--- config.mk ---
export PLATFORM = sky130hd
export DESIGN_NAME = clock_control
export DESIGN_NICKNAME = d
export VERILOG_FILES = /design/src/hw/clock_control_pkg.sv /design/src/hw/clock_control.sv /design/src/hw/host_clock_divider.sv
export VERILOG_INCLUDE_DIRS = /design/src /design/src/hw
export SDC_FILE = /design/constraint.sdc
export NUM_CORES = 1
export LEC_CHECK = 0
export BUFFER_PORTS_ARGS = -buffer_cell sky130_fd_sc_hd__buf_2
export CORE_UTILIZATION = 35
export DETAILED_ROUTE_END_ITERATION = 10
export HOLD_SLACK_MARGIN = 0.03
export PLACE_DENSITY_LB_ADDON = 0.08
export SLEW_MARGIN = 20
export SYNTH_ARGS = -nofsm -noshare
export SYNTH_HDL_FRONTEND = slang
export SYNTH_HIERARCHICAL = 1
export SYNTH_SLANG_ARGS = --single-unit
--- constraint.sdc ---
create_clock -name i_mclk -period 2.56 [get_ports i_mclk]
set_input_delay 0.768 -clock i_mclk [delete_from_list [all_inputs] [get_ports i_mclk]]
set_output_delay 0.768 -clock i_mclk [all_outputs]
set_load 0.1 [all_outputs]
--- src/hw/clock_control_params.svh ---
/*
  Holds the register map, field positions, reset values and timing counts of
  the clock-control block. Assumes a 250 MHz system clock.
*/
`ifndef CLOCK_CONTROL_PARAMS_SVH
`define CLOCK_CONTROL_PARAMS_SVH

`define OFS_CLK_CTL 8'h00
`define OFS_SIG_HIGH 8'hb4
`define OFS_SIG_LOW 8'hb5
`define OFS_ENG_3 8'he1
`define OFS_ENG_2 8'he2
`define OFS_ENG_1 8'he3
`define OFS_ENG_0 8'he4
`define OFS_PART_HIGH 8'hfd
`define OFS_PART_LOW 8'hfe
`define OFS_REVISION 8'hff

`define BIT_CAL_EN 7
`define BIT_HOST_EN 6
`define BIT_SLOW_EN 5
`define BIT_RATE_HI 4
`define BIT_RATE_LO 3
`define BIT_SLOW_SEL 2
`define BIT_TIMER_SEL 1
`define BIT_XTAL_EN 0

`define RST_CLK_CTL 8'h00
`define RST_ENG_3 8'h80
`define RST_ENG_2 8'h20
`define RST_ENG_1 8'h19
`define RST_ENG_0 8'h51

`define CMD_BITS 5'h09
`define FRAME_BITS 5'h11

`define CAL_TIME_MS 20
`define MCLK_KHZ 250000
`define CAL_CYCLES (`CAL_TIME_MS * `MCLK_KHZ)

`endif

--- src/hw/clock_control_pkg.sv ---
/*
  Holds the shared types of the clock-control block. Assumes nothing else.
*/
package clock_control_pkg;
  typedef logic [7:0] byte_t;
  typedef logic [1:0] rate_t;
  typedef enum logic [1:0] {
    PORT_IDLE = 2'b00,
    PORT_CMD = 2'b01,
    PORT_DATA = 2'b11
  } port_state_t;
endpackage

--- src/hw/clock_control.sv ---
/*
  Clock-control block with its serial configuration port: host clock output,
  slow clock output, timer clock select, RC calibration and read-only entries.
  Assumes all pins, serial clock included, are synchronous to i_mclk and the
  serial clock runs at no more than one sixth of i_mclk.
*/
`timescale 1ns/1ps
`include "clock_control_params.svh"
module clock_control #(
  parameter int CAL_CYCLES = `CAL_CYCLES,
  parameter logic [15:0] PART_ID = 16'h1234,
  parameter logic [7:0] REVISION_ID = 8'h0a
) (
  input wire logic i_mclk,
  input wire logic i_rst,
  input wire logic i_chip_en,
  input wire logic i_ref_osc_on,
  input wire logic i_ref_clk,
  input wire logic i_xtal32_clk,
  input wire logic i_rc_clk,
  input wire logic [9:0] i_log_signal_strength,
  input wire logic i_cfg_sel_n,
  input wire logic i_cfg_sclk,
  input wire logic i_cfg_sdi,
  output logic o_cfg_sdo,
  output logic o_cfg_sdo_oe,
  output logic o_host_clock_out,
  output logic o_slow_clk_out,
  output logic o_timer_clk,
  output logic o_xtal32_en,
  output logic o_rc_cal_busy,
  output clock_control_pkg::byte_t o_eng_tuning_3,
  output clock_control_pkg::byte_t o_eng_tuning_2,
  output clock_control_pkg::byte_t o_eng_tuning_1,
  output clock_control_pkg::byte_t o_eng_tuning_0
);
  import clock_control_pkg::*;

  byte_t clk_ctl;
  logic ce_q;
  logic reload;
  logic sclk_q;
  logic sclk_rise;
  logic sclk_fall;
  port_state_t state;
  logic [4:0] bit_cnt;
  logic [8:0] cmd_shift;
  byte_t wr_shift;
  byte_t rd_shift;
  logic is_read;
  byte_t addr;
  logic commit;
  logic [22:0] cal_cnt;
  logic cal_start;
  logic cal_bit_next;
  logic slow_live_en;
  logic slow_live_sel;
  logic slow_next_src;

  // Part and revision codes are arbitrary neutral values.
  function automatic byte_t read_value(input byte_t a);
    begin
      unique case (a)
        `OFS_CLK_CTL: read_value = clk_ctl;
        `OFS_SIG_HIGH: read_value = {6'h00, i_log_signal_strength[9:8]};
        `OFS_SIG_LOW: read_value = i_log_signal_strength[7:0];
        `OFS_ENG_3: read_value = o_eng_tuning_3;
        `OFS_ENG_2: read_value = o_eng_tuning_2;
        `OFS_ENG_1: read_value = o_eng_tuning_1;
        `OFS_ENG_0: read_value = o_eng_tuning_0;
        `OFS_PART_HIGH: read_value = PART_ID[15:8];
        `OFS_PART_LOW: read_value = PART_ID[7:0];
        `OFS_REVISION: read_value = REVISION_ID;
        default: read_value = 8'h00;
      endcase
    end
  endfunction

  assign reload = i_rst | (i_chip_en & ~ce_q);
  assign sclk_rise = i_cfg_sclk & ~sclk_q;
  assign sclk_fall = ~i_cfg_sclk & sclk_q;
  assign commit = state == PORT_DATA && sclk_rise && bit_cnt == `FRAME_BITS - 5'h1 && !is_read;
  assign cal_start = commit && addr == `OFS_CLK_CTL && wr_shift[6];
  // A write never leaves the calibration bit set without a run behind it.
  assign cal_bit_next = o_rc_cal_busy ? (cal_cnt != 23'h0) : wr_shift[6];
  assign o_cfg_sdo_oe = state == PORT_DATA && is_read;
  assign o_cfg_sdo = rd_shift[7];
  assign o_xtal32_en = clk_ctl[`BIT_XTAL_EN];

  always_ff @(posedge i_mclk) begin
    if (i_rst) begin
      ce_q <= 1'b0;
      sclk_q <= 1'b0;
    end else begin
      ce_q <= i_chip_en;
      sclk_q <= i_cfg_sclk;
    end
  end

  // Serial frame: read flag, eight address bits, eight data bits, MSB first.
  always_ff @(posedge i_mclk) begin
    if (i_rst || i_cfg_sel_n) begin
      state <= PORT_IDLE;
      bit_cnt <= 5'h00;
      cmd_shift <= 9'h000;
      wr_shift <= 8'h00;
      is_read <= 1'b0;
      addr <= 8'h00;
    end else begin
      unique case (state)
        PORT_IDLE: begin
          state <= PORT_CMD;
          bit_cnt <= 5'h00;
        end
        PORT_CMD: begin
          if (sclk_rise) begin
            cmd_shift <= {cmd_shift[7:0], i_cfg_sdi};
            bit_cnt <= bit_cnt + 5'h01;
            if (bit_cnt == `CMD_BITS - 5'h1) begin
              state <= PORT_DATA;
              is_read <= cmd_shift[7];
              addr <= {cmd_shift[6:0], i_cfg_sdi};
            end
          end
        end
        PORT_DATA: begin
          if (sclk_rise) begin
            wr_shift <= {wr_shift[6:0], i_cfg_sdi};
            bit_cnt <= bit_cnt + 5'h01;
            if (bit_cnt == `FRAME_BITS - 5'h1) begin
              state <= PORT_IDLE;
            end
          end
        end
      endcase
    end
  end

  // Read data is latched when the address completes and shifts on falling edges.
  always_ff @(posedge i_mclk) begin
    if (i_rst) begin
      rd_shift <= 8'h00;
    end else if (state == PORT_CMD && sclk_rise && bit_cnt == `CMD_BITS - 5'h1) begin
      rd_shift <= read_value({cmd_shift[6:0], i_cfg_sdi});
    end else if (o_cfg_sdo_oe && sclk_fall && bit_cnt != `CMD_BITS) begin
      rd_shift <= {rd_shift[6:0], 1'b0};
    end
  end

  // The calibration bit reads back as one until the run completes.
  always_ff @(posedge i_mclk) begin
    if (reload) begin
      clk_ctl <= `RST_CLK_CTL;
    end else if (commit && addr == `OFS_CLK_CTL) begin
      clk_ctl <= {cal_bit_next, wr_shift[5:0], i_cfg_sdi};
    end else if (o_rc_cal_busy && cal_cnt == 23'h0) begin
      clk_ctl[`BIT_CAL_EN] <= 1'b0;
    end
  end

  always_ff @(posedge i_mclk) begin
    if (reload) begin
      o_eng_tuning_3 <= `RST_ENG_3;
      o_eng_tuning_2 <= `RST_ENG_2;
      o_eng_tuning_1 <= `RST_ENG_1;
      o_eng_tuning_0 <= `RST_ENG_0;
    end else if (commit) begin
      unique case (addr)
        `OFS_ENG_3: o_eng_tuning_3 <= {wr_shift[6:0], i_cfg_sdi};
        `OFS_ENG_2: o_eng_tuning_2 <= {wr_shift[6:0], i_cfg_sdi};
        `OFS_ENG_1: o_eng_tuning_1 <= {wr_shift[6:0], i_cfg_sdi};
        `OFS_ENG_0: o_eng_tuning_0 <= {wr_shift[6:0], i_cfg_sdi};
        default: ;
      endcase
    end
  end

  // A start while a run is in progress does not restart it.
  always_ff @(posedge i_mclk) begin
    if (reload) begin
      o_rc_cal_busy <= 1'b0;
      cal_cnt <= 23'h0;
    end else if (cal_start && !o_rc_cal_busy) begin
      o_rc_cal_busy <= 1'b1;
      cal_cnt <= 23'(CAL_CYCLES - 1);
    end else if (o_rc_cal_busy) begin
      if (cal_cnt == 23'h0) begin
        o_rc_cal_busy <= 1'b0;
      end else begin
        cal_cnt <= cal_cnt - 23'h1;
      end
    end
  end

  host_clock_divider u_host_div (
    .i_mclk(i_mclk),
    .i_rst(reload | ~i_ref_osc_on),
    .i_ref_clk(i_ref_clk),
    .i_enable(clk_ctl[`BIT_HOST_EN] & i_ref_osc_on),
    .i_rate_sel(clk_ctl[`BIT_RATE_HI:`BIT_RATE_LO]),
    .o_clk(o_host_clock_out)
  );

  assign slow_next_src = clk_ctl[`BIT_SLOW_SEL] ? i_rc_clk : i_xtal32_clk;

  // The slow clock changes source only while output and new source are low.
  always_ff @(posedge i_mclk) begin
    if (reload) begin
      slow_live_en <= 1'b0;
      slow_live_sel <= 1'b0;
    end else if (!o_slow_clk_out && !slow_next_src) begin
      slow_live_en <= clk_ctl[`BIT_SLOW_EN];
      slow_live_sel <= clk_ctl[`BIT_SLOW_SEL];
    end
  end

  always_ff @(posedge i_mclk) begin
    if (reload) begin
      o_slow_clk_out <= 1'b0;
      o_timer_clk <= 1'b0;
    end else begin
      o_slow_clk_out <= slow_live_en & (slow_live_sel ? i_rc_clk : i_xtal32_clk);
      o_timer_clk <= clk_ctl[`BIT_TIMER_SEL] ? i_rc_clk : i_xtal32_clk;
    end
  end

  property p_cal_start;
    @(posedge i_mclk) disable iff (reload)
      cal_start && !o_rc_cal_busy |=> o_rc_cal_busy && cal_cnt == 23'(CAL_CYCLES - 1);
  endproperty
  a_cal_start: assert property (p_cal_start) else $error("calibration did not start");

  property p_cal_hold;
    @(posedge i_mclk) disable iff (reload)
      o_rc_cal_busy && cal_cnt != 23'h0 |=> o_rc_cal_busy && clk_ctl[`BIT_CAL_EN];
  endproperty
  a_cal_hold: assert property (p_cal_hold) else $error("calibration ended early");

  property p_cal_end;
    @(posedge i_mclk) disable iff (reload)
      o_rc_cal_busy && cal_cnt == 23'h0 |=> !o_rc_cal_busy && !clk_ctl[`BIT_CAL_EN];
  endproperty
  a_cal_end: assert property (p_cal_end) else $error("calibration did not end");

  property p_slow_off;
    @(posedge i_mclk) disable iff (reload) !slow_live_en |=> !o_slow_clk_out;
  endproperty
  a_slow_off: assert property (p_slow_off) else $error("slow clock not low");

  property p_xtal_write;
    @(posedge i_mclk) disable iff (reload)
      commit && addr == `OFS_CLK_CTL |=> o_xtal32_en == $past(i_cfg_sdi);
  endproperty
  a_xtal_write: assert property (p_xtal_write) else $error("crystal enable not written");

  property p_reload;
    @(posedge i_mclk) reload |=> clk_ctl == `RST_CLK_CTL && o_eng_tuning_0 == `RST_ENG_0
      && !o_rc_cal_busy;
  endproperty
  a_reload: assert property (p_reload) else $error("defaults not loaded");

  property p_sig_read;
    @(posedge i_mclk) disable iff (reload)
      state == PORT_CMD && sclk_rise && bit_cnt == `CMD_BITS - 5'h1
      && {cmd_shift[6:0], i_cfg_sdi} == `OFS_SIG_LOW
      |=> rd_shift == $past(i_log_signal_strength[7:0]);
  endproperty
  a_sig_read: assert property (p_sig_read) else $error("signal strength read wrong");

  property p_eng_write;
    @(posedge i_mclk) disable iff (reload)
      commit && addr == `OFS_ENG_2 |=> o_eng_tuning_2 == $past({wr_shift[6:0], i_cfg_sdi});
  endproperty
  a_eng_write: assert property (p_eng_write) else $error("tuning write lost");

  property p_timer_sel;
    @(posedge i_mclk) disable iff (reload)
      clk_ctl[`BIT_TIMER_SEL] && $stable(clk_ctl) ##1 $stable(clk_ctl)
      |-> o_timer_clk == $past(i_rc_clk);
  endproperty
  a_timer_sel: assert property (p_timer_sel) else $error("timer source wrong");

  property p_sleep_low;
    @(posedge i_mclk) disable iff (reload) !i_ref_osc_on |=> !o_host_clock_out;
  endproperty
  a_sleep_low: assert property (p_sleep_low) else $error("host clock runs in sleep");

  property p_cal_bit_busy;
    @(posedge i_mclk) disable iff (reload) o_rc_cal_busy |-> clk_ctl[`BIT_CAL_EN];
  endproperty
  a_cal_bit_busy: assert property (p_cal_bit_busy) else $error("calibration bit low in run");

  property p_cal_bit_start;
    @(posedge i_mclk) disable iff (reload)
      commit && addr == `OFS_CLK_CTL && wr_shift[6] && !o_rc_cal_busy |=> o_rc_cal_busy;
  endproperty
  a_cal_bit_start: assert property (p_cal_bit_start) else $error("calibration bit ignored");

  property p_timer_xtal;
    @(posedge i_mclk) disable iff (reload)
      !clk_ctl[`BIT_TIMER_SEL] && $stable(clk_ctl) ##1 $stable(clk_ctl)
      |-> o_timer_clk == $past(i_xtal32_clk);
  endproperty
  a_timer_xtal: assert property (p_timer_xtal) else $error("timer crystal source wrong");

  property p_sig_high;
    @(posedge i_mclk) disable iff (reload)
      state == PORT_CMD && sclk_rise && bit_cnt == `CMD_BITS - 5'h1
      && {cmd_shift[6:0], i_cfg_sdi} == `OFS_SIG_HIGH
      |=> rd_shift == {6'h00, $past(i_log_signal_strength[9:8])};
  endproperty
  a_sig_high: assert property (p_sig_high) else $error("signal strength high read wrong");

  property p_part_read;
    @(posedge i_mclk) disable iff (reload)
      state == PORT_CMD && sclk_rise && bit_cnt == `CMD_BITS - 5'h1
      && {cmd_shift[6:0], i_cfg_sdi} == `OFS_PART_HIGH
      |=> rd_shift == PART_ID[15:8];
  endproperty
  a_part_read: assert property (p_part_read) else $error("part identifier read wrong");

  property p_sdo_shift;
    @(posedge i_mclk) disable iff (reload)
      o_cfg_sdo_oe && sclk_fall && bit_cnt != `CMD_BITS |=> o_cfg_sdo == $past(rd_shift[6]);
  endproperty
  a_sdo_shift: assert property (p_sdo_shift) else $error("read data did not advance");

  c_cal_done: cover property (@(posedge i_mclk) o_rc_cal_busy ##1 !o_rc_cal_busy);
  c_read: cover property (@(posedge i_mclk) o_cfg_sdo_oe ##1 state == PORT_IDLE);
  c_write: cover property (@(posedge i_mclk) commit && addr == `OFS_CLK_CTL);
  c_host_clk: cover property (@(posedge i_mclk) $rose(o_host_clock_out));
  c_sleep: cover property (@(posedge i_mclk) !i_ref_osc_on && clk_ctl[`BIT_HOST_EN]);
endmodule // clock_control

--- src/hw/host_clock_divider.sv ---
/*
  Divides a sampled 16 MHz reference into 1, 2, 4 or 8 MHz without glitches.
  Assumes the reference level is synchronous to i_mclk.
*/
`timescale 1ns/1ps
module host_clock_divider (
  input wire logic i_mclk,
  input wire logic i_rst,
  input wire logic i_ref_clk,
  input wire logic i_enable,
  input wire clock_control_pkg::rate_t i_rate_sel,
  output logic o_clk
);
  import clock_control_pkg::*;

  logic ref_q;
  logic [3:0] cnt;
  logic live_en;
  rate_t live_sel;
  logic ref_rise;

  assign ref_rise = i_ref_clk & ~ref_q;

  always_ff @(posedge i_mclk) begin
    if (i_rst) begin
      ref_q <= 1'b0;
      cnt <= 4'h0;
    end else begin
      ref_q <= i_ref_clk;
      if (ref_rise) begin
        cnt <= cnt + 4'h1;
      end
    end
  end

  // Settings change only at the wrap, where every tap goes low together.
  always_ff @(posedge i_mclk) begin
    if (i_rst) begin
      live_en <= 1'b0;
      live_sel <= 2'b00;
    end else if (ref_rise && cnt == 4'hf) begin
      live_en <= i_enable;
      live_sel <= i_rate_sel;
    end
  end

  always_ff @(posedge i_mclk) begin
    if (i_rst) begin
      o_clk <= 1'b0;
    end else begin
      o_clk <= live_en & cnt[2'd3 - live_sel];
    end
  end

  property p_idle_low;
    @(posedge i_mclk) disable iff (i_rst) !live_en |=> !o_clk;
  endproperty
  a_idle_low: assert property (p_idle_low) else $error("host clock not low");

  property p_switch_wrap;
    @(posedge i_mclk) disable iff (i_rst) $changed(live_sel) |-> cnt == 4'h0;
  endproperty
  a_switch_wrap: assert property (p_switch_wrap) else $error("rate switched mid-cycle");
endmodule // host_clock_divider

==> results.sh <==
export IMPL_synth_nets=638
export IMPL_cp_slowest_cell="buf_2"
export IMPL_areaGrowthSynthToFinish_pct=22.9
export IMPL_port_buffers=58
export IMPL_fin_nets=712
export IMPL_antennaDiodeCount=0
export IMPL_leakage_nw=2.60
export IMPL_grt_pass1_vias=4497
export IMPL_crit_family="buffers and inverters"
export IMPL_cp_arrival_ns=1.48
export IMPL_drt_iter0_drc=295
export IMPL_drive_gt1_share_pct=22.0
export IMPL_netlist_area_um2=5500
export IMPL_drc=0
export IMPL_yosys_area_top_type="dfxtp_1"
export IMPL_clockRootBuffer="clkbuf_16"
export IMPL_drv_slew=0
export IMPL_cellPowerDensity_nw_per_um2=665
export IMPL_rows=45
export IMPL_grt_max_degree=35
export IMPL_clock_sinks=118
export IMPL_grt_util_all_layers_pct=20.1
export IMPL_finalPower_mw=4.49
export IMPL_tns_ns=0
export IMPL_async_flop_share_pct=0
export IMPL_critical_path_required_ns=1.79
export IMPL_initial_core_util_pct=36.0
export IMPL_postCtsHoldBufs=0
export IMPL_yosysTopAreaCellShare_pct=43.0
export IMPL_synth_avg_cell_area_um2=8.98
export IMPL_status="finished clean"
export IMPL_cap_violations=0
export IMPL_synthTopCellsByArea="dfxtp_1 (43%), mux2i_1 (8.7%), nor2_1 (5.6%)"
export IMPL_gp_congestion=0.913
export IMPL_syn_inst=612
export IMPL_hpwl_um=11300
export IMPL_ys_types=66
export IMPL_die_w_um=127
export IMPL_finalSetupViolCount=0
export IMPL_die_area_um2=16200
export IMPL_wirelength_um=15400
export IMPL_period_minus_slack_ns=2.25
export IMPL_hp_class="flop to flop"
export IMPL_slowest_delay_ns=0.43
export IMPL_wl_per_cell_um=17.0
export IMPL_clockBufferDepth=2
export IMPL_fin_skew_ns=0.0112
export IMPL_maxSlewHeadroom_pct=59.1
export IMPL_synth_edf_count=0
export IMPL_final_period_utilization_pct=87.8
export IMPL_post_cts_repair_setup_buffers=0
export IMPL_cts_tree="done"
export IMPL_yosysSeqAreaShare_pct=43.0
export IMPL_crit_fanout=7
export IMPL_overflow=0
export IMPL_drtAntennaViolNets=0
export IMPL_grt_pass1_wl_um=24600
export IMPL_ys_ff_latch=118
export IMPL_viasPerCell=5.16
export IMPL_io_pins=59
export IMPL_clk_latency_ns=0.42
export IMPL_die_h_um=127
export IMPL_max_freq_mhz=445
export IMPL_peakVddDrop_mv=0.451
export IMPL_htreeDepth=4
export IMPL_coreArea_um2=15300
export IMPL_path_buf_inv=1
export IMPL_worstPathCellList="and3_1, buf_2"
export IMPL_vias=4684
export IMPL_worstSetupEndpointType="output pin"
export IMPL_clkTransAtPathRegs_ns=0.05
export IMPL_ys_flop_type="dfxtp_1"
export IMPL_critical_path_class="flop to output pin"
export IMPL_numCtsBuffers=17
export IMPL_drt_first_pass_iters=4
export IMPL_antenna_found_initial=0
export IMPL_rsz0062_at_grt="no"
export IMPL_cts_resized=0
export IMPL_finalHoldViolCount=0
export IMPL_cp_start_kind="flop"
export IMPL_yosysWarningCount=6
export IMPL_worst_pin_slew_ns=0.610
metrics by stage:
stage	hold WS [ns]	setup slack [ns]	cells	utilization [%]	cell area, µm²
3_5_place_dp	0.460	0.0845	878	40.3	6150
6_report	0.466	0.312	907	44.3	6760
5_1_grt	0.479	0.217	907	44.3	6760
3_3_place_gp	0.447	0.127	878	40.3	6150
4_1_cts	0.466	0.284	907	44.3	6760
2_1_floorplan	0.436	0.261	612	-	5500
cell usage in the layout (no fill, tap or decap), types with 6 or more instances in the layout:
master,instances
nor2b_1,7
mux2i_1,48
ha_1,6
clkbuf_16,17
a211oi_1,6
a21o_1,6
nor3_1,8
nand2b_1,7
a21oi_1,48
buf_2,58
xor2_1,11
dfxtp_1,117
xnor2_1,16
o21ai_0,8
buf_4,27
inv_1,7
and3_1,7
mux2_2,9
nor2_1,82
nand2_1,66
nand3_1,22
final cells by class:
| class | instances | area, µm² |
|---|---|---|
| fillers | 1506 | 8500 |
| clock inverters | 9 | 153 |
| inverters | 7 | 26.3 |
| clock buffers | 20 | 457 |
| repair buffers | 87 | 533 |
| multi-input cells | 455 | 2960 |
| well taps | 211 | 264 |
| flip-flops and latches | 118 | 2360 |
flip-flops by register name, indices dropped and copies added, names as in the netlist, 2 cells and up:
| name | count |
|---|---|
| bit_cnt | 5 |
| o_eng_tuning_1 | 8 |
| wr_shift | 7 |
| clk_ctl | 8 |
| u_host_div/cnt | 4 |
| state | 2 |
| o_eng_tuning_2 | 8 |
| u_host_div/live_sel | 2 |
| rd_shift | 8 |
| cal_cnt | 23 |
| cmd_shift | 8 |
| o_eng_tuning_0 | 8 |
| addr | 8 |
| o_eng_tuning_3 | 8 |
synthesized netlist by cell type (5+ instances only):
library cell    n
xnor2_1        16
buf_2          10
mux2_2          9
nor2b_1         7
inv_1           7
nand3_1        22
o21ai_0         8
mux2i_1        48
clkbuf_1       17
dfxtp_1       118
nand4_1         5
and3_1          7
ha_1            6
nor2_1         82
a21oi_1        48
xor2_1         11
nand2_1        66
a211oi_1        6
a21o_1          6
nor3_1          8
nand2b_1        7
a31o_1          5
report_power, final:
group | total [mW] | internal (mW) | switching [mW]
Sequential | 1.85 | 1.84 | 0.00415
Combinational | 0.138 | 0.0511 | 0.0866
Clock | 2.51 | 1.66 | 0.848
Total | 4.49 | 3.55 | 0.939
cells by family (layout without fill, tap and decap cells):
family | Yosys count | after routing | share of synthesized area, %
DFF | 118 | 118 | 43.0
AOI/OAI and AO/OA | 104 | 104 | 12.2
and+or+nand+nor | 261 | 261 | 25.4
adders and majority gates | 6 | 6 | 1.37
xor gates and xnor gates | 27 | 27 | 4.30
buffers and inverters | 39 | 123 | 3.16
muxes | 57 | 57 | 10.6
worst reg2reg max path: cells and delay by family (launching register included):
family / cells / cell delay, ns
AND/OR/NAND/NOR: 3 / 0.61
flip-flops: 1 / 0.44
buffers and inverters: 1 / 0.26
AO/OA/AOI/OAI: 3 / 0.75
metal layers:
| layer | part of all wire (%) | up-vias | track usage [%] |
|---|---|---|---|
| li1 | - | 2319 | - |
| met1 | 48 | 2246 | 26.9 |
| met2 | 47 | 100 | 32.3 |
| met3 | 3.8 | 19 | 3.64 |
| met4 | 1.7 | 0 | 7.28 |
| met5 | 0 | - | 0 |
worst paths after layout:
check / startpoint / to / slack (ns) / cells after the start
worst max-delay path: state[1]$_SDFFE_PP0P_ / o_cfg_sdo_oe / 0.31 / 2
worst min-delay path: u_host_div/live_sel[1]$_SDFFE_PP0P_ / u_host_div/o_clk$_SDFF_PP0_ / 0.47 / 1
worst max register to register: cmd_shift[0]$_SDFFE_PP0P_ / rd_shift[4]$_SDFFE_PP0P_ / 0.40 / 7
worst min register to register: u_host_div/live_sel[1]$_SDFFE_PP0P_ / u_host_div/o_clk$_SDFF_PP0_ / 0.47 / 1
No activity file was read; power rests on OpenSTA's default activity.
